<file path="src/slprs_map.vh">
// register offsets, fields, resets and codes of the link parameter and status bank
`ifndef SLPRS_MAP_VH
`define SLPRS_MAP_VH
// ==========================================================================
// register indices (byte address is four times the index)
`define SLPRS_IDX_DEVID       10'h206
`define SLPRS_IDX_EOFSEL      10'h207
`define SLPRS_IDX_STATUS      10'h208
`define SLPRS_IDX_CHPAIR      10'h209
`define SLPRS_IDX_CTRL        10'h20A
`define SLPRS_IDX_IRQSTAT     10'h20B
`define SLPRS_IDX_IRQMASK     10'h20C
// ==========================================================================
// reset values
`define SLPRS_RST_DEVID       8'h00
`define SLPRS_RST_EOFSEL      8'h00
`define SLPRS_RST_CHPAIR      8'h03
`define SLPRS_RST_CTRL        8'h00
`define SLPRS_RST_IRQMASK     8'h00
// ==========================================================================
// status field positions
`define SLPRS_ST_LINKUP       6
`define SLPRS_ST_SYNC         5
`define SLPRS_ST_REALIGN      4
`define SLPRS_ST_ALIGN        3
`define SLPRS_ST_SPLL         2
`define SLPRS_ST_CPLL         0
// control register fields
`define SLPRS_CTRL_ENC        0
`define SLPRS_CTRL_M66        1
// ==========================================================================
// end-of-frame selector codes and control characters (8-bit value, k flag apart)
`define SLPRS_EOF_K287        2'h0
`define SLPRS_EOF_K281        2'h1
`define SLPRS_EOF_K285        2'h2
`define SLPRS_CHR_K287        8'hFC
`define SLPRS_CHR_K281        8'h3C
`define SLPRS_CHR_K285        8'hBC
// initial lane alignment: multiframe index and octet index that carry the identifier
`define SLPRS_ILA_IDMF        2'h1
`define SLPRS_ILA_IDOCT       4'h3
`endif

</file>
<file path="src/slprs_flag.v">
// sticky event flag with write-one-to-clear, set wins over clear
`timescale 1ns/1ps
module slprs_flag (
  sys_clk,
  sys_rst,
  setEv,
  clrEv,
  flag
);
  input  wire sys_clk;
  input  wire sys_rst;
  input  wire setEv;
  input  wire clrEv;
  output reg  flag;

  always @(posedge sys_clk or posedge sys_rst) begin
    if (sys_rst) begin
      flag <= 1'b0;
    end else if (setEv) begin
      flag <= 1'b1;
    end else if (clrEv) begin
      flag <= 1'b0;
    end
  end
endmodule // slprs_flag

</file>
<file path="src/slprs_octsel.v">
// octet selector for the transmit path: identifier, end-of-frame char, or data
`timescale 1ns/1ps
`include "slprs_map.vh"
module slprs_octsel (
  eofSel,
  devId,
  ilaActive,
  ilaMf,
  ilaOct,
  eofSlot,
  eofFree,
  mode66,
  dataIn,
  octOut,
  octIsK
);
  input  wire [1:0] eofSel;
  input  wire [7:0] devId;
  input  wire       ilaActive;
  input  wire [1:0] ilaMf;
  input  wire [3:0] ilaOct;
  input  wire       eofSlot;
  input  wire       eofFree;
  input  wire       mode66;
  input  wire [7:0] dataIn;
  output reg  [7:0] octOut;
  output reg        octIsK;

  reg [7:0] eofChar;

  always @* begin
    eofChar = `SLPRS_CHR_K287;
    case (eofSel)
      `SLPRS_EOF_K287: eofChar = `SLPRS_CHR_K287;
      `SLPRS_EOF_K281: eofChar = `SLPRS_CHR_K281;
      `SLPRS_EOF_K285: eofChar = `SLPRS_CHR_K285;
      default:         eofChar = `SLPRS_CHR_K287;
    endcase
    octOut = dataIn;
    octIsK = 1'b0;
    if (ilaActive && ilaMf == `SLPRS_ILA_IDMF && ilaOct == `SLPRS_ILA_IDOCT) begin
      octOut = devId;
    end else if (!mode66 && eofSlot && eofFree) begin
      octOut = eofChar;
      octIsK = 1'b1;
    end
  end
endmodule // slprs_octsel

</file>
<file path="src/slprs_regs.v">
// link parameter and status register bank with avalon-mm slave and interrupt
//
// How it works
// - programmed identifier replaces second-multiframe identifier octet in alignment sequence.
// - selector code 0 K28.7, 1 K28.1, 2 K28.5, 3 reserved.
// - end-of-frame char substituted only where the frame allows it.
// - selection ignored when 64b/66b mode is active.
// - bit 6 reads link up.
// - bit 5 reads 1 when sync deasserted, 0 when asserted.
// - bit 4 sticky on sysref phase shift, write one clears.
// - bit 3 sticky on first sysref after encoder enable, write one clears.
// - bit 2 reads serializer pll lock.
// - bit 0 reads sampling pll lock.
`timescale 1ns/1ps
`include "slprs_map.vh"
module slprs_regs (
  sys_clk,
  sys_rst,
  avsAddress,
  avsRead,
  avsWrite,
  avsWritedata,
  avsByteenable,
  avsReaddata,
  avsWaitrequest,
  linkUp,
  syncReqN,
  sysrefEv,
  phaseShift,
  spllLock,
  cpllLock,
  ilaActive,
  ilaMf,
  ilaOct,
  eofSlot,
  eofFree,
  dataIn,
  txOctet,
  txOctetIsK,
  linkEncoderEnable,
  mode66,
  channelPairEnable,
  irq
);
  input  wire        sys_clk;
  input  wire        sys_rst;
  input  wire [11:0] avsAddress;
  input  wire        avsRead;
  input  wire        avsWrite;
  input  wire [31:0] avsWritedata;
  input  wire [3:0]  avsByteenable;
  output reg  [31:0] avsReaddata;
  output reg         avsWaitrequest;
  input  wire        linkUp;
  input  wire        syncReqN;
  input  wire        sysrefEv;
  input  wire        phaseShift;
  input  wire        spllLock;
  input  wire        cpllLock;
  input  wire        ilaActive;
  input  wire [1:0]  ilaMf;
  input  wire [3:0]  ilaOct;
  input  wire        eofSlot;
  input  wire        eofFree;
  input  wire [7:0]  dataIn;
  output reg  [7:0]  txOctet;
  output reg         txOctetIsK;
  output reg         linkEncoderEnable;
  output reg         mode66;
  output reg  [7:0]  channelPairEnable;
  output reg         irq;

  // ========================================================================
  // register storage
  reg  [7:0] linkDeviceIdentifier_r;
  reg  [7:0] endOfFrameCharSelect_r;
  reg  [7:0] channelPair_r;
  reg  [7:0] ctrl_r;
  reg  [7:0] irqMask_r;
  reg        alignArmed_r;
  reg        busy_r;
  reg  [7:0] statusLive;
  reg  [7:0] rdMux;
  wire       realignFlag;
  wire       alignFlag;
  wire [7:0] octSel;
  wire       octK;
  wire [9:0] regIdx;
  wire       acc;
  wire       wrStb;
  wire       clrStb;
  wire       setRealign;
  wire       setAlign;
  wire [7:0] irqStat;

  assign regIdx = avsAddress[11:2];
  assign acc    = (avsRead | avsWrite) & ~busy_r;
  assign wrStb  = avsWrite & ~avsWaitrequest & avsByteenable[0];

  // ========================================================================
  // bus handshake: one wait cycle, then answer
  always @(posedge sys_clk or posedge sys_rst) begin
    if (sys_rst) begin
      busy_r         <= 1'b0;
      avsWaitrequest <= 1'b1;
      avsReaddata    <= 32'h00000000;
    end else begin
      busy_r         <= acc;
      avsWaitrequest <= ~acc;
      if (acc && avsRead) begin
        avsReaddata <= {24'h000000, rdMux};
      end
    end
  end

  // ========================================================================
  // writable registers
  always @(posedge sys_clk or posedge sys_rst) begin
    if (sys_rst) begin
      linkDeviceIdentifier_r <= `SLPRS_RST_DEVID;
      endOfFrameCharSelect_r <= `SLPRS_RST_EOFSEL;
      channelPair_r          <= `SLPRS_RST_CHPAIR;
      ctrl_r                 <= `SLPRS_RST_CTRL;
      irqMask_r              <= `SLPRS_RST_IRQMASK;
    end else if (wrStb) begin
      case (regIdx)
        `SLPRS_IDX_DEVID:   linkDeviceIdentifier_r <= avsWritedata[7:0];
        `SLPRS_IDX_EOFSEL:  endOfFrameCharSelect_r <= avsWritedata[7:0];
        `SLPRS_IDX_CHPAIR:  channelPair_r          <= avsWritedata[7:0];
        `SLPRS_IDX_CTRL:    ctrl_r                 <= {6'h00, avsWritedata[1:0]};
        `SLPRS_IDX_IRQMASK: irqMask_r              <= {3'h0, avsWritedata[4:3], 3'h0};
        default:            ctrl_r                 <= ctrl_r;
      endcase
    end
  end

  // ========================================================================
  // alignment arming: first sysref after encoder enable
  assign setAlign   = alignArmed_r & sysrefEv & ctrl_r[`SLPRS_CTRL_ENC];
  assign setRealign = phaseShift;
  assign clrStb     = wrStb & (regIdx == `SLPRS_IDX_STATUS || regIdx == `SLPRS_IDX_IRQSTAT);

  always @(posedge sys_clk or posedge sys_rst) begin
    if (sys_rst) begin
      alignArmed_r <= 1'b1;
    end else if (!ctrl_r[`SLPRS_CTRL_ENC]) begin
      alignArmed_r <= 1'b1;
    end else if (sysrefEv) begin
      alignArmed_r <= 1'b0;
    end
  end

  slprs_flag uRealign (
    .sys_clk (sys_clk),
    .sys_rst (sys_rst),
    .setEv   (setRealign),
    .clrEv   (clrStb & avsWritedata[`SLPRS_ST_REALIGN]),
    .flag    (realignFlag)
  );

  slprs_flag uAlign (
    .sys_clk (sys_clk),
    .sys_rst (sys_rst),
    .setEv   (setAlign),
    .clrEv   (clrStb & avsWritedata[`SLPRS_ST_ALIGN]),
    .flag    (alignFlag)
  );

  // ========================================================================
  // status and read mux
  always @* begin
    statusLive                     = 8'h00;
    statusLive[`SLPRS_ST_LINKUP]   = linkUp;
    statusLive[`SLPRS_ST_SYNC]     = syncReqN;
    statusLive[`SLPRS_ST_REALIGN]  = realignFlag;
    statusLive[`SLPRS_ST_ALIGN]    = alignFlag;
    statusLive[`SLPRS_ST_SPLL]     = spllLock;
    statusLive[`SLPRS_ST_CPLL]     = cpllLock;
  end

  assign irqStat = {3'h0, realignFlag, alignFlag, 3'h0};

  always @* begin
    case (regIdx)
      `SLPRS_IDX_DEVID:   rdMux = linkDeviceIdentifier_r;
      `SLPRS_IDX_EOFSEL:  rdMux = endOfFrameCharSelect_r;
      `SLPRS_IDX_STATUS:  rdMux = statusLive;
      `SLPRS_IDX_CHPAIR:  rdMux = channelPair_r;
      `SLPRS_IDX_CTRL:    rdMux = ctrl_r;
      `SLPRS_IDX_IRQSTAT: rdMux = irqStat;
      `SLPRS_IDX_IRQMASK: rdMux = irqMask_r;
      default:            rdMux = 8'h00;
    endcase
  end

  // ========================================================================
  // transmit octet selection
  slprs_octsel uOct (
    .eofSel    (endOfFrameCharSelect_r[1:0]),
    .devId     (linkDeviceIdentifier_r),
    .ilaActive (ilaActive),
    .ilaMf     (ilaMf),
    .ilaOct    (ilaOct),
    .eofSlot   (eofSlot),
    .eofFree   (eofFree),
    .mode66    (ctrl_r[`SLPRS_CTRL_M66]),
    .dataIn    (dataIn),
    .octOut    (octSel),
    .octIsK    (octK)
  );

  // ========================================================================
  // registered outputs
  always @(posedge sys_clk or posedge sys_rst) begin
    if (sys_rst) begin
      txOctet           <= 8'h00;
      txOctetIsK        <= 1'b0;
      linkEncoderEnable <= 1'b0;
      mode66            <= 1'b0;
      channelPairEnable <= `SLPRS_RST_CHPAIR;
      irq               <= 1'b0;
    end else begin
      txOctet           <= octSel;
      txOctetIsK        <= octK;
      linkEncoderEnable <= ctrl_r[`SLPRS_CTRL_ENC];
      mode66            <= ctrl_r[`SLPRS_CTRL_M66];
      channelPairEnable <= channelPair_r;
      irq               <= |(irqStat & irqMask_r);
    end
  end
endmodule // slprs_regs

</file>
<file path="config.mk">
export PLATFORM = sky130hd
export DESIGN_NAME = slprs_regs
export DESIGN_NICKNAME = d
export VERILOG_FILES = /design/src/slprs_flag.v /design/src/slprs_octsel.v /design/src/slprs_regs.v
export VERILOG_INCLUDE_DIRS = /design/src
export SDC_FILE = /design/constraint.sdc
export NUM_CORES = 1
export LEC_CHECK = 0
export BUFFER_PORTS_ARGS = -buffer_cell sky130_fd_sc_hd__buf_2
export CORE_ASPECT_RATIO = 1.25
export CORE_MARGIN = 1.5
export CORE_UTILIZATION = 47
export CTS_CLUSTER_SIZE = 10
export DETAILED_ROUTE_END_ITERATION = 10
export PLACE_DENSITY = 0.8
export SKIP_LAST_GASP = 1
export SYNTH_ARGS = -nofsm -noshare
export SYNTH_HDL_FRONTEND = slang
export SYNTH_SLANG_ARGS = --single-unit
</file>
<file path="constraint.sdc">
create_clock -name sys_clk -period 1.95 [get_ports sys_clk]
set_input_delay 0.195 -clock sys_clk [delete_from_list [all_inputs] [get_ports sys_clk]]
set_output_delay 0.195 -clock sys_clk [all_outputs]
set_load 0.02 [all_outputs]
</file>
### Word level (Yosys, flattened, before mapping)

Index checks and enable logic that the tools add are counted.

* flip-flop bits (word level): 61
* input port bits: 75
* output and inout bits: 53

* equality and inequality tests: 12
* multiplexer cells: 12
* bitwise gates (word level): 13
* reduce and logical (&&, ||, !) cells: 15

Operator list (count)
* $eq 10x10->1 const B: 7
* $pmux 8 s7: 1
* $mux 8: 2
* $pmux 8 s2: 1
* $reduce_and 2->1: 5
* $and 1x1->1: 8
* $mux 1: 8
* $reduce_or 8->1: 1
* $and 5x5->5: 1
* $logic_and 1x1->1: 5
* $eq 2x1->1 const B: 2
* $eq 4x2->1 const B: 1
* $reduce_bool 2->1: 2
* $not 1->1: 3
* $eq 2x2->1 const B: 1
* $ne 2x2->1 const B: 1
* $logic_not 1->1: 1
* $logic_or 1x1->1: 1
* $or 1x1->1: 1

### Logic depth before layout (Yosys ltp)

Gate-level depths: netlist of the first run.

* word-level depth: 7
* depth in mapped cells: 6
* depth with buffers taken out: 4

### Hierarchy

From an unflattened synthesis of the first run, not the netlist that was laid out.

* cell total of the unflattened synthesis: 232
* area total of the unflattened synthesis: 2965.3 um^2

Modules (own cells, without submodules)
* slprs_regs: instances 1, cells an instance 199, area each 2650.0 um^2, sequential area each 1483.9 um^2
* slprs_octsel: instances 1, cells an instance 25, area each 235.2 um^2, sequential area each 0.0 um^2
* slprs_flag: instances 2, cells an instance 4, area each 40.0 um^2, sequential area each 25.0 um^2

### Least setup slack after synthesis of the first run

Ideal clock, no wire load.

* kind: input port to flip-flop
* from: input avsAddress[9]
* to: register linkDeviceIdentifier_r[0]
* setup time: 0.125 ns
* arrival time: 1.676 ns
* required time: 1.825 ns
* slack: 0.149 ns
* stages on the path: 4
* cells stage by stage: or4b_4 > nor4_4 > nand4b_4 > mux2_2

* word-level cells in the longest chain between the ends: 2

RTL lines
* start: declaration: line slprs_regs.v:47 `input wire [11:0] avsAddress;`
* $eq 10x10->1: line slprs_regs.v:126 `case (regIdx)`
* $reduce_and 2->1 (no source line)
* end signal: assignment: line slprs_regs.v:120 `` linkDeviceIdentifier_r <= `SLPRS_RST_DEVID; ``
* end signal: assignment: line slprs_regs.v:127 `` `SLPRS_IDX_DEVID: linkDeviceIdentifier_r <= avsWritedata[7:0]; ``
* end: declaration: line slprs_regs.v:75 `reg [7:0] linkDeviceIdentifier_r;`

Every way passes these cells.
A chain may end at the register's enable or synchronous reset.

### Worst setup path after layout of the first run

* from: register avsWaitrequest
* to: register channelPair_r[6]

* word-level cells in the longest chain between the ends: 4

RTL lines
* start: declaration: line slprs_regs.v:53 `output reg avsWaitrequest;`
* start signal: assignment: line slprs_regs.v:109 `avsWaitrequest <= ~acc;`
* $not 1->1: line slprs_regs.v:98 `assign wrStb = avsWrite & ~avsWaitrequest & avsByteenable[0];`
* $and 1x1->1 (2 in a row): line slprs_regs.v:98
* $reduce_and 2->1 (no source line)
* end signal: assignment: line slprs_regs.v:122 `` channelPair_r <= `SLPRS_RST_CHPAIR; ``
* end signal: assignment: line slprs_regs.v:129 `` `SLPRS_IDX_CHPAIR: channelPair_r <= avsWritedata[7:0]; ``
* end: declaration: line slprs_regs.v:77 `reg [7:0] channelPair_r;`

Every way passes these cells.

==> impl_metrics.py, run 1 <==
metrics = {
    "min_path": {
        "min_to": "alignArmed_r",
        "min_delay_path_depth": 2,
        "holdCritPathClass": "primary input to register",
        "hp-start": "sysrefEv",
    },
    "pwr": {
        "p_clk_share_pct": 39.4,
        "p_sw_uw": 620.7,
        "p_seq_share_pct": 50.8,
        "power.density_nw_per_um2": 753.7,
        "p_leak_nw": 1.816,
        "peakVddDrop_mv": 0.3631,
        "p_int_mw": 1.933,
        "comb_power_share_pct": 9.8,
        "swShare_pct": 24.31,
    },
    "routing": {
        "dr_wl_met2_um": 2844,
        "postRouteWirelength_um": 5541,
        "vias": 1969,
        "drcViolationCount": 1,
        "drt-met1-wl_um": 2276,
        "top_layer": "met4",
        "wl_met3_um": 297,
        "ant_nets": 0,
        "firstDrtPassIters": 10,
        "drt_iter0_markers": 172,
        "drt-vias-per-instance": 5.182,
        "routedWlPerCell_um": 14.58,
    },
    "synthesis": {
        "ys_seq_elements": 61,
        "synth_area_leaders": "dfrtp_1 50%, mux2_2 12%, buf_4 6.5%",
        "synth_flop_cell": "dfrtp_1",
        "synth_top_area_cell": "dfrtp_1",
        "async_reset_ff_share_pct": 100.0,
        "synth_cell_types": 38,
        "synth_edf_count": 0,
        "synth.most_common_cell": "dfrtp_1",
        "netlist_instances": 220,
        "yosys-top-cells-count": "55 x dfrtp_1, 29 x mux2_2, 24 x buf_4",
        "netlist_area_um2": 2771,
        "syn_area_per_cell_um2": 12.60,
        "synth.top_cell.area_share_pct": 49.66,
        "yosysSeqAreaShare_pct": 55.35,
        "synth_warnings": 0,
    },
    "timing": {
        "hold_viol_final": 0,
        "layout_min_cycle_time_ns": 1.575,
        "timing.setup.tns_ns": 0,
        "setup_viol": 0,
        "finalCritPeriodShare_pct": 80.75,
        "worst_pin_slew_ns": 0.4966,
        "slew_violations": 0,
        "rsz0062_at_grt": "no",
        "holdWs_ns": 0.01947,
        "max_freq_mhz": 635.1,
        "finClkSkew_ns": 0.002807,
        "max-slew-margin-rel_pct": 66.64,
    },
    "status": {
        "outcome": "finished, violations left",
        "violations": "design-rule violations",
    },
    "global_route": {
        "overflow": 0,
        "grtUsageTotal_pct": 18.94,
        "grt_start_max_net_pins": 52,
        "grt_antenna_before_repair": 0,
        "grt_pass1_wl_um": 8894,
        "grt_pass1_vias": 1904,
    },
    "critical_path": {
        "path_cells": "nand3b_1 -> nor4_4 -> buf_4 -> nand2_2 -> mux2_2",
        "worstPathRequired_ns": 2.17,
        "r2r_setup_slack_ns": 0.38,
        "crit_type": "register to register",
        "cp_max_fo": 8,
        "cp_data_arrival_time_ns": 1.79,
        "reg2reg_from": "avsWaitrequest",
        "crit_buf_inv": 1,
        "crit_slowest_cell": "dfstp_2",
        "max_stage_delay_ns": 0.52,
        "setup.worst_path.start_class": "register",
        "r2r_cells": 5,
        "end_kind": "register",
        "path_delay_family": "flip-flops",
        "reg2reg_to": "channelPair_r[6]",
    },
    "die": {
        "fp.dieH_um": 88.86,
        "die-area_um2": 6369,
        "rows": 31,
        "num_io_pins": 128,
        "die_x_um": 71.68,
        "start_util_pct": 48.28,
        "coreArea_um2": 5741,
    },
    "place": {
        "port-buffer-count": 74,
        "dp_hpwl_um": 4100,
        "gp_congestion": 0.7941,
    },
    "clock_tree": {
        "cts_tree": "yes",
        "clk_latency_ns": 0.34,
        "cts.sinks": 61,
        "clkTransAtPathRegs_ns": 0.06,
        "htree_levels": 3,
        "clockRootBuffer": "clkbuf_8",
        "cts_buffers": 9,
        "post_cts_buffers": 0,
        "cts_buffer_depth": 2,
    },
    "layout": {
        "nFillCells": 482,
        "antenna_cells": 0,
        "fin_nets": 386,
        "drive_gt1_share_pct": 45.22,
        "areaGrowthSynthToFinish_pct": 22.26,
    },
    "flow_run": {
        "drv_cap": 0,
    },
}
## state kept, by name, indices dropped and copies added (netlist names), 2 cells and up
register and count:
avsReaddata 8, channelPairEnable 8, channelPair_r 8, ctrl_r 2, endOfFrameCharSelect_r 8, irqMask_r 2, linkDeviceIdentifier_r 8, txOctet 8
## worst register-to-register path: stages, from the launching register on
cell	delay [ns]
dfstp_2	0.52
nand3b_1	0.15
nor4_4	0.04
buf_4	0.16
nand2_2	0.22
mux2_2	0.37
## worst max path at each step
stage                         from                         to  slack [ns]  cells past startpoint
floorplan            avsAddress[9]  linkDeviceIdentifier_r[0]        0.15                      4
global placement     avsAddress[9]  linkDeviceIdentifier_r[0]        0.05                      6
detailed placement   avsAddress[9]  linkDeviceIdentifier_r[6]        0.04                      6
CTS                 avsWaitrequest           channelPair_r[2]        0.37                      5
global route         avsAddress[9]  linkDeviceIdentifier_r[4]        0.33                      6
finish              avsWaitrequest           channelPair_r[6]        0.38                      5
## metrics by stage
step	util, %	worst slack, ns	instances	instance area (µm²)	power, mW
3_3_place_gp	55.75	0.04869	364	3201	1.566
3_5_place_dp	55.75	0.03566	364	3201	1.571
6_report	59.02	0.3753	380	3388	2.554
2_1_floorplan	-	0.1490	243	2858	1.503
5_1_grt	59.02	0.3289	380	3388	2.653
4_1_cts	59.02	0.3716	380	3388	2.573
## area by class of cell
| cell class | count | area (µm²) | area share [%] |
|---|---|---|---|
| tap | 66 | 82.58 | 2.437 |
| clock inverter | 1 | 5.005 | 0.1477 |
| multi-input combinational | 149 | 1115 | 32.90 |
| clock buffer | 14 | 172.7 | 5.096 |
| sequential | 61 | 1534 | 45.27 |
| inverter | 5 | 18.77 | 0.5539 |
| timing repair buffer | 84 | 460.4 | 13.59 |
## metal layers
metal  vias up  GRT usage, %
met5         -             0
li1        915             -
met3        11         6.492
met1       975         21.89
met2        68         31.57
met4         0         9.262
## power groups by stage
stage | sequential, mW | combinational [mW] | clock, mW
after floorplan | 1.34 | 0.162 | 0
after global placement | 1.32 | 0.245 | 0
after detailed placement | 1.32 | 0.249 | 0
after CTS | 1.30 | 0.252 | 1.02
after global routing | 1.30 | 0.276 | 1.08
final | 1.30 | 0.250 | 1.01
## logic make-up after synthesis
family / Yosys count / share of synthesized area, %
buf+inv: 33 / 7.765
fa+ha+maj: 1 / 0.4514
simple gates: 48 / 10.65
mux: 42 / 16.48
flops: 61 / 55.35
other cells: 1 / 0.1353
compound gates: 34 / 9.165
## placed cells by master, fill, tap and decap left out, types with 2 or more instances in the layout
cell / synthesis / layout
buf_2: 1 / 74
dfrtp_1: 55 / 55
mux2_2: 29 / 29
conb_1: 1 / 24
nand2_1: 15 / 15
mux2i_1: 13 / 13
clkbuf_8: 0 / 12
o21ai_0: 11 / 11
a22o_1: 9 / 9
nor2_1: 8 / 8
buf_4: 24 / 8
dfstp_2: 6 / 6
o22ai_1: 5 / 5
nand3b_1: 4 / 4
inv_1: 5 / 4
nor2b_1: 2 / 2
nand2b_1: 2 / 2
nor4bb_1: 2 / 2
nand3_1: 2 / 2
nand2_2: 2 / 2
or2_2: 2 / 2
o2bb2ai_1: 2 / 2
and2_1: 2 / 2
a211o_1: 2 / 2
clkbuf_1: 1 / 2
## repair_timing
item                                    in CTS  in global routing
gates resized for setup                      0                  0
endpoints found under the setup margin       0                  0
endpoints found under the hold margin       10                  0
hold buffers                                 1                  0
Note: power is estimated with default switching activity, not from simulation.
==> run 2: changes to the inputs <==
==> constraint.sdc (replaced) <==
create_clock -name sys_clk -period 1.6 [get_ports sys_clk]
set_input_delay 0.16 -clock sys_clk [delete_from_list [all_inputs] [get_ports sys_clk]]
set_output_delay 0.16 -clock sys_clk [all_outputs]
set_load 0.02 [all_outputs]
==> run 2 against run 1 <==
Effect of this change:
- first-iteration DRC count down 1.7%
- design area is 2.0% higher
- final cell count is 1.3% higher
- die area unchanged
- setup slack lost 0.32 ns
- critical path type unchanged
- total power up 28%
- clock-buffer cell count fell by 2
- hold slack better by 0.041 ns
- clock skew increased by 0.0053 ns
- critical endpoint is now endOfFrameCharSelect_r[6]
- flip-flop and latch count did not move
- core utilization grew 1.2 points
- largest power group unchanged
- wire length increased by 7.1%
- the flow still finishes with violations (design-rule violations)
==> impl_metrics.py, run 2 (synthesis gave the netlist of run 1 again) <==
metrics = {
    "routing": {
        "ant_nets": 0,
        "drt-met1-wl_um": 2413,
        "drt_iter0_markers": 169,
        "routedWlPerCell_um": 15.42,
        "dr_wl_met2_um": 3105,
        "wl_met3_um": 263,
        "top_layer": "met4",
        "drcViolationCount": 2,
        "firstDrtPassIters": 11,
        "postRouteWirelength_um": 5935,
        "vias": 1964,
        "drt-vias-per-instance": 5.101,
    },
    "critical_path": {
        "worstPathRequired_ns": 1.82,
        "crit_buf_inv": 1,
        "cp_max_fo": 8,
        "crit_type": "register to register",
        "end_kind": "register",
        "path_delay_family": "flip-flops",
        "path_cells": "nand3b_1 -> nor4_4 -> buf_6 -> nand2_2 -> mux2_2",
        "max_stage_delay_ns": 0.52,
        "cp-startpoint": "avsWaitrequest",
        "setup.worst_path.start_class": "register",
        "reg2reg_from": "avsWaitrequest",
        "crit_slowest_cell": "dfstp_2",
        "cp_data_arrival_time_ns": 1.76,
    },
    "flow_run": {
        "drv_cap": 0,
    },
    "clock_tree": {
        "cts.sinks": 61,
        "htree_levels": 3,
        "clockRootBuffer": "clkbuf_8",
        "cts_buffer_depth": 2,
        "post_cts_buffers": 0,
        "clk_latency_ns": 0.34,
        "clkTransAtPathRegs_ns": 0.07,
        "cts_buffers": 9,
        "cts_tree": "yes",
    },
    "place": {
        "dp.cells": 366,
        "dpl-instance-area_um2": 3219,
        "dp_hpwl_um": 4404,
        "port-buffer-count": 74,
        "gp_congestion": 0.8467,
    },
    "pwr": {
        "peakVddDrop_mv": 0.4928,
        "p_sw_uw": 786.5,
        "power.density_nw_per_um2": 946.5,
        "p_leak_nw": 1.840,
        "p_int_mw": 2.485,
        "swShare_pct": 24.04,
        "p_clk_share_pct": 41.9,
        "comb_power_share_pct": 9.7,
        "p_seq_share_pct": 48.4,
    },
    "global_route": {
        "grt_pass1_wl_um": 9183,
        "grt_start_max_net_pins": 23,
        "grtUsageTotal_pct": 19.39,
        "overflow": 0,
        "grt_antenna_before_repair": 0,
        "grt_pass1_vias": 1897,
    },
    "die": {
        "start_util_pct": 48.28,
        "coreArea_um2": 5741,
        "die_x_um": 71.68,
        "num_io_pins": 128,
        "fp.dieH_um": 88.86,
        "die-area_um2": 6369,
        "rows": 31,
    },
    "layout": {
        "areaGrowthSynthToFinish_pct": 24.70,
        "design_area_um2": 3456,
        "antenna_cells": 0,
        "layout_common_cells": "74 x buf_2, 55 x dfrtp_1, 29 x mux2_2, 24 x conb_1, 15 x nand2_1",
        "instances_no_fill": 385,
        "fin_nets": 390,
        "nFillCells": 442,
        "drive_gt1_share_pct": 45.77,
        "final_common_cell": "buf_2",
    },
    "timing": {
        "finalCritPeriodShare_pct": 96.41,
        "setup_viol": 0,
        "hold_viol_final": 0,
        "layout_min_cycle_time_ns": 1.542,
        "finClkSkew_ns": 0.008104,
        "max-slew-margin-rel_pct": 65.99,
        "slew_violations": 0,
        "max_freq_mhz": 648.3,
        "rsz0062_at_grt": "no",
        "worst_pin_slew_ns": 0.5033,
    },
    "status": {
        "violations": "design-rule violations",
        "outcome": "finished, violations left",
    },
    "min_path": {
        "holdCritPathClass": "primary input to register",
        "hp-start": "dataIn[0]",
    },
}
==> run 2: cell count changes in the layout (fill, tap and decap cells not counted) <==
cell | previous run | this run
buf_4 | 8 | 9
buf_6 | 0 | 1
bufinv_16 | 0 | 1
clkbuf_1 | 2 | 1
clkbuf_8 | 12 | 11
clkinv_2 | 1 | 2
clkinvlp_4 | 0 | 2
dlygate4sd3_1 | 1 | 3
inv_2 | 1 | 0
==> run 2: layer usage <==
metal / track usage, % / up-vias
met4: 9.262 / 0
met3: 5.353 / 14
met1: 22.54 / 951
li1: - / 925
met5: 0 / -
met2: 33.16 / 74
==> run 2: repair_timing <==
action,CTS,global route
hold endpoints to repair,16,0
endpoints found under the setup margin,0,17
resized for setup,0,1
hold buffers,3,0
==> run 2: power by group through the flow <==
stage          clock network, mW  logic [mW]  registers (mW)
2_1_floorplan                  0       0.198            1.63
3_3_place_gp                   0       0.306            1.61
3_5_place_dp                   0       0.313            1.61
4_1_cts                     1.39       0.319            1.58
5_1_grt                     1.47       0.350            1.58
6_report                    1.37       0.318            1.58
==> run 2: tightest hold or removal path, stage by stage <==
cell and delay, ns:
buf_2 0.10, nand2_1 0.04, o21ai_0 0.06
==> run 2: final timing paths <==
kind | cells past startpoint | slack [ns] | to
max reg2reg | 5 | 0.06 | endOfFrameCharSelect_r[6]
max in group asynchronous | 4 | 0.61 | channelPairEnable[2]
min in group asynchronous | 3 | 0.39 | txOctet[1]
min reg2reg | 0 | 0.38 | channelPairEnable[0]
min | 3 | 0.06 | txOctet[0]
max | 5 | 0.06 | endOfFrameCharSelect_r[6]
==> run 2: per-stage QoR <==
step | setup WS, ns | util, % | hold WS (ns) | power (mW) | TNS (ns)
floorplan | -0.1660 | - | 0.2230 | 1.832 | -4.466
global placement | -0.2379 | 56.08 | 0.2050 | 1.915 | -7.922
detailed placement | -0.2586 | 56.08 | 0.2096 | 1.922 | -8.803
CTS | 0.01961 | 60.14 | 0.05296 | 3.295 | 0
global route | 0.003522 | 60.20 | 0.04865 | 3.405 | 0
finish | 0.05751 | 60.20 | 0.05998 | 3.271 | 0
==> run 2: cell type report <==
type / instances / area [µm²] / share of cell area, %
clock buffers: 12 / 155.1 / 4.490
clock inverters: 4 / 47.55 / 1.376
inverters: 5 / 22.52 / 0.6517
multi-input cells: 149 / 1115 / 32.26
flip-flops and latches: 61 / 1534 / 44.39
well taps: 66 / 82.58 / 2.390
repair buffers: 88 / 499.2 / 14.45
==> run 3: changes to the inputs <==
--- a/config.mk
+++ b/config.mk
@@ -12,6 +12,7 @@
 export CORE_UTILIZATION = 47
 export CTS_CLUSTER_SIZE = 10
 export DETAILED_ROUTE_END_ITERATION = 10
+export MAX_ROUTING_LAYER = met4
 export PLACE_DENSITY = 0.8
 export SKIP_LAST_GASP = 1
 export SYNTH_ARGS = -nofsm -noshare
==> run 3 against run 2 <==
Effect of this change:
- the run still ends with design-rule violations left
- core utilization did not move
- via count rose by 0.10%
- maximum frequency barely moved
- final cell count did not move
- total power barely moved
- sequential share of layout area did not move
==> impl_metrics.py, run 3 (synthesis gave the netlist of run 1 again) <==
metrics = {
    "global_route": {
        "grtUsageTotal_pct": 20.12,
        "overflow": 0,
        "grt_antenna_before_repair": 0,
        "grt_start_max_net_pins": 23,
        "grt_pass1_wl_um": 9204,
        "grt_pass1_vias": 1900,
    },
    "routing": {
        "routedWlPerCell_um": 15.45,
        "ant_nets": 0,
        "drt-vias-per-instance": 5.106,
        "firstDrtPassIters": 10,
        "vias": 1966,
        "drt_iter0_markers": 183,
        "postRouteWirelength_um": 5948,
        "drcViolationCount": 2,
    },
    "flow_run": {
        "drv_cap": 0,
    },
    "min_path": {
        "holdCritPathClass": "primary input to register",
        "hp-start": "dataIn[0]",
        "min_delay_path_depth": 3,
    },
    "layout": {
        "drive_gt1_share_pct": 45.77,
        "instances_no_fill": 385,
        "final_common_cell": "buf_2",
        "areaGrowthSynthToFinish_pct": 24.70,
        "layout_common_cells": "74 x buf_2, 55 x dfrtp_1, 29 x mux2_2, 24 x conb_1, 15 x nand2_1",
        "design_area_um2": 3456,
        "nFillCells": 442,
        "fin_util_pct": 60.20,
        "multi_input_area_um2": 1115,
        "fin_nets": 390,
        "antenna_cells": 0,
        "seq_area_um2": 1534,
    },
    "critical_path": {
        "crit_slowest_cell": "dfstp_2",
        "path_delay_family": "flip-flops",
        "setup.worst_path.start_class": "register",
        "reg2reg_from": "avsWaitrequest",
        "worstPathRequired_ns": 1.82,
        "cp_max_fo": 8,
        "cp-startpoint": "avsWaitrequest",
        "crit_buf_inv": 1,
        "cp.depth": 5,
        "end_kind": "register",
        "r2r_cells": 5,
        "max_stage_delay_ns": 0.52,
        "path_cells": "nand3b_1 -> nor4_4 -> buf_6 -> nand2_2 -> mux2_2",
        "cp_data_arrival_time_ns": 1.76,
        "crit_type": "register to register",
    },
    "timing": {
        "timing.setup.tns_ns": 0,
        "rsz0062_at_grt": "no",
        "max_freq_mhz": 648.0,
        "setup_viol": 0,
        "holdWs_ns": 0.05894,
        "hold_viol_final": 0,
        "finalCritPeriodShare_pct": 96.45,
        "finClkSkew_ns": 0.007785,
        "layout_min_cycle_time_ns": 1.543,
        "slew_violations": 0,
        "max-slew-margin-rel_pct": 66.09,
        "worst_pin_slew_ns": 0.5018,
    },
    "die": {
        "coreArea_um2": 5741,
        "die-area_um2": 6369,
        "start_util_pct": 48.28,
        "die_x_um": 71.68,
        "num_io_pins": 128,
        "fp.dieH_um": 88.86,
        "rows": 31,
    },
    "clock_tree": {
        "cts.sinks": 61,
        "clkTransAtPathRegs_ns": 0.07,
        "cts_buffers": 9,
        "cts_buffer_depth": 2,
        "htree_levels": 3,
        "cts_tree": "yes",
        "post_cts_buffers": 0,
        "clk_latency_ns": 0.34,
        "clockRootBuffer": "clkbuf_8",
    },
    "pwr": {
        "p_leak_nw": 1.840,
        "peakVddDrop_mv": 0.4924,
        "power.density_nw_per_um2": 946.8,
    },
    "place": {
        "dpl-instance-area_um2": 3219,
        "dp_hpwl_um": 4404,
        "gp_congestion": 0.8600,
        "dp.cells": 366,
        "port-buffer-count": 74,
    },
    "status": {
        "outcome": "finished, violations left",
        "violations": "design-rule violations",
    },
}
run 3: cell counts in the layout (fill, tap and decap cells not counted):
Identical to the previous run, type by type.
run 3: path summary, 6_finish.rpt:
path	end	slack [ns]
worst max-delay path	channelPair_r[4]	0.06
worst min-delay path	txOctet[0]	0.06
worst max register to register	channelPair_r[4]	0.06
worst min register to register	channelPairEnable[0]	0.38
max in group asynchronous	channelPairEnable[2]	0.61
min in group asynchronous	txOctet[1]	0.39
run 3: worst min-delay path, delay by kind of cell:
family / cells / cell delay [ns]
simple gates: 1 / 0.04
buf+inv: 1 / 0.10
compound gates: 1 / 0.06
run 3: final cells by class:
type                    instances  area share, %
clock buffers                  12          4.490
clock inverters                 4          1.376
inverters                       5         0.6517
multi-input cells             149          32.26
flip-flops and latches         61          44.39
well taps                      66          2.390
repair buffers                 88          14.45
run 3: power by group:
| group | total (mW) | switching (mW) | internal (mW) |
|---|---|---|---|
| Combinational | 0.318 | 0.204 | 0.114 |
| Clock | 1.37 | 0.573 | 0.799 |
| Sequential | 1.58 | 0.00972 | 1.57 |
| Total | 3.27 | 0.787 | 2.48 |
run 3: per-layer routing:
metal	GRT usage, %	vias to the layer above	share of wire (%)
met5	-	-	0
met3	5.581	11	4.4
met4	9.262	0	2.3
li1	-	925	-
met2	33.00	73	52
met1	22.91	957	41
run 3: timing repair:
| item | 4_1_cts | 5_1_grt |
|---|---|---|
| resized for setup | 0 | 1 |
| hold endpoints to repair | 16 | 0 |
| endpoints found under the setup margin | 0 | 17 |
| hold buffers | 3 | 0 |
run 3: through the flow:
stage               setup WS (ns)  power, mW
floorplan                 -0.1660      1.832
global placement          -0.2379      1.915
detailed placement        -0.2586      1.922
CTS                       0.01961      3.295
global route             0.003482      3.409
finish                    0.05687      3.272
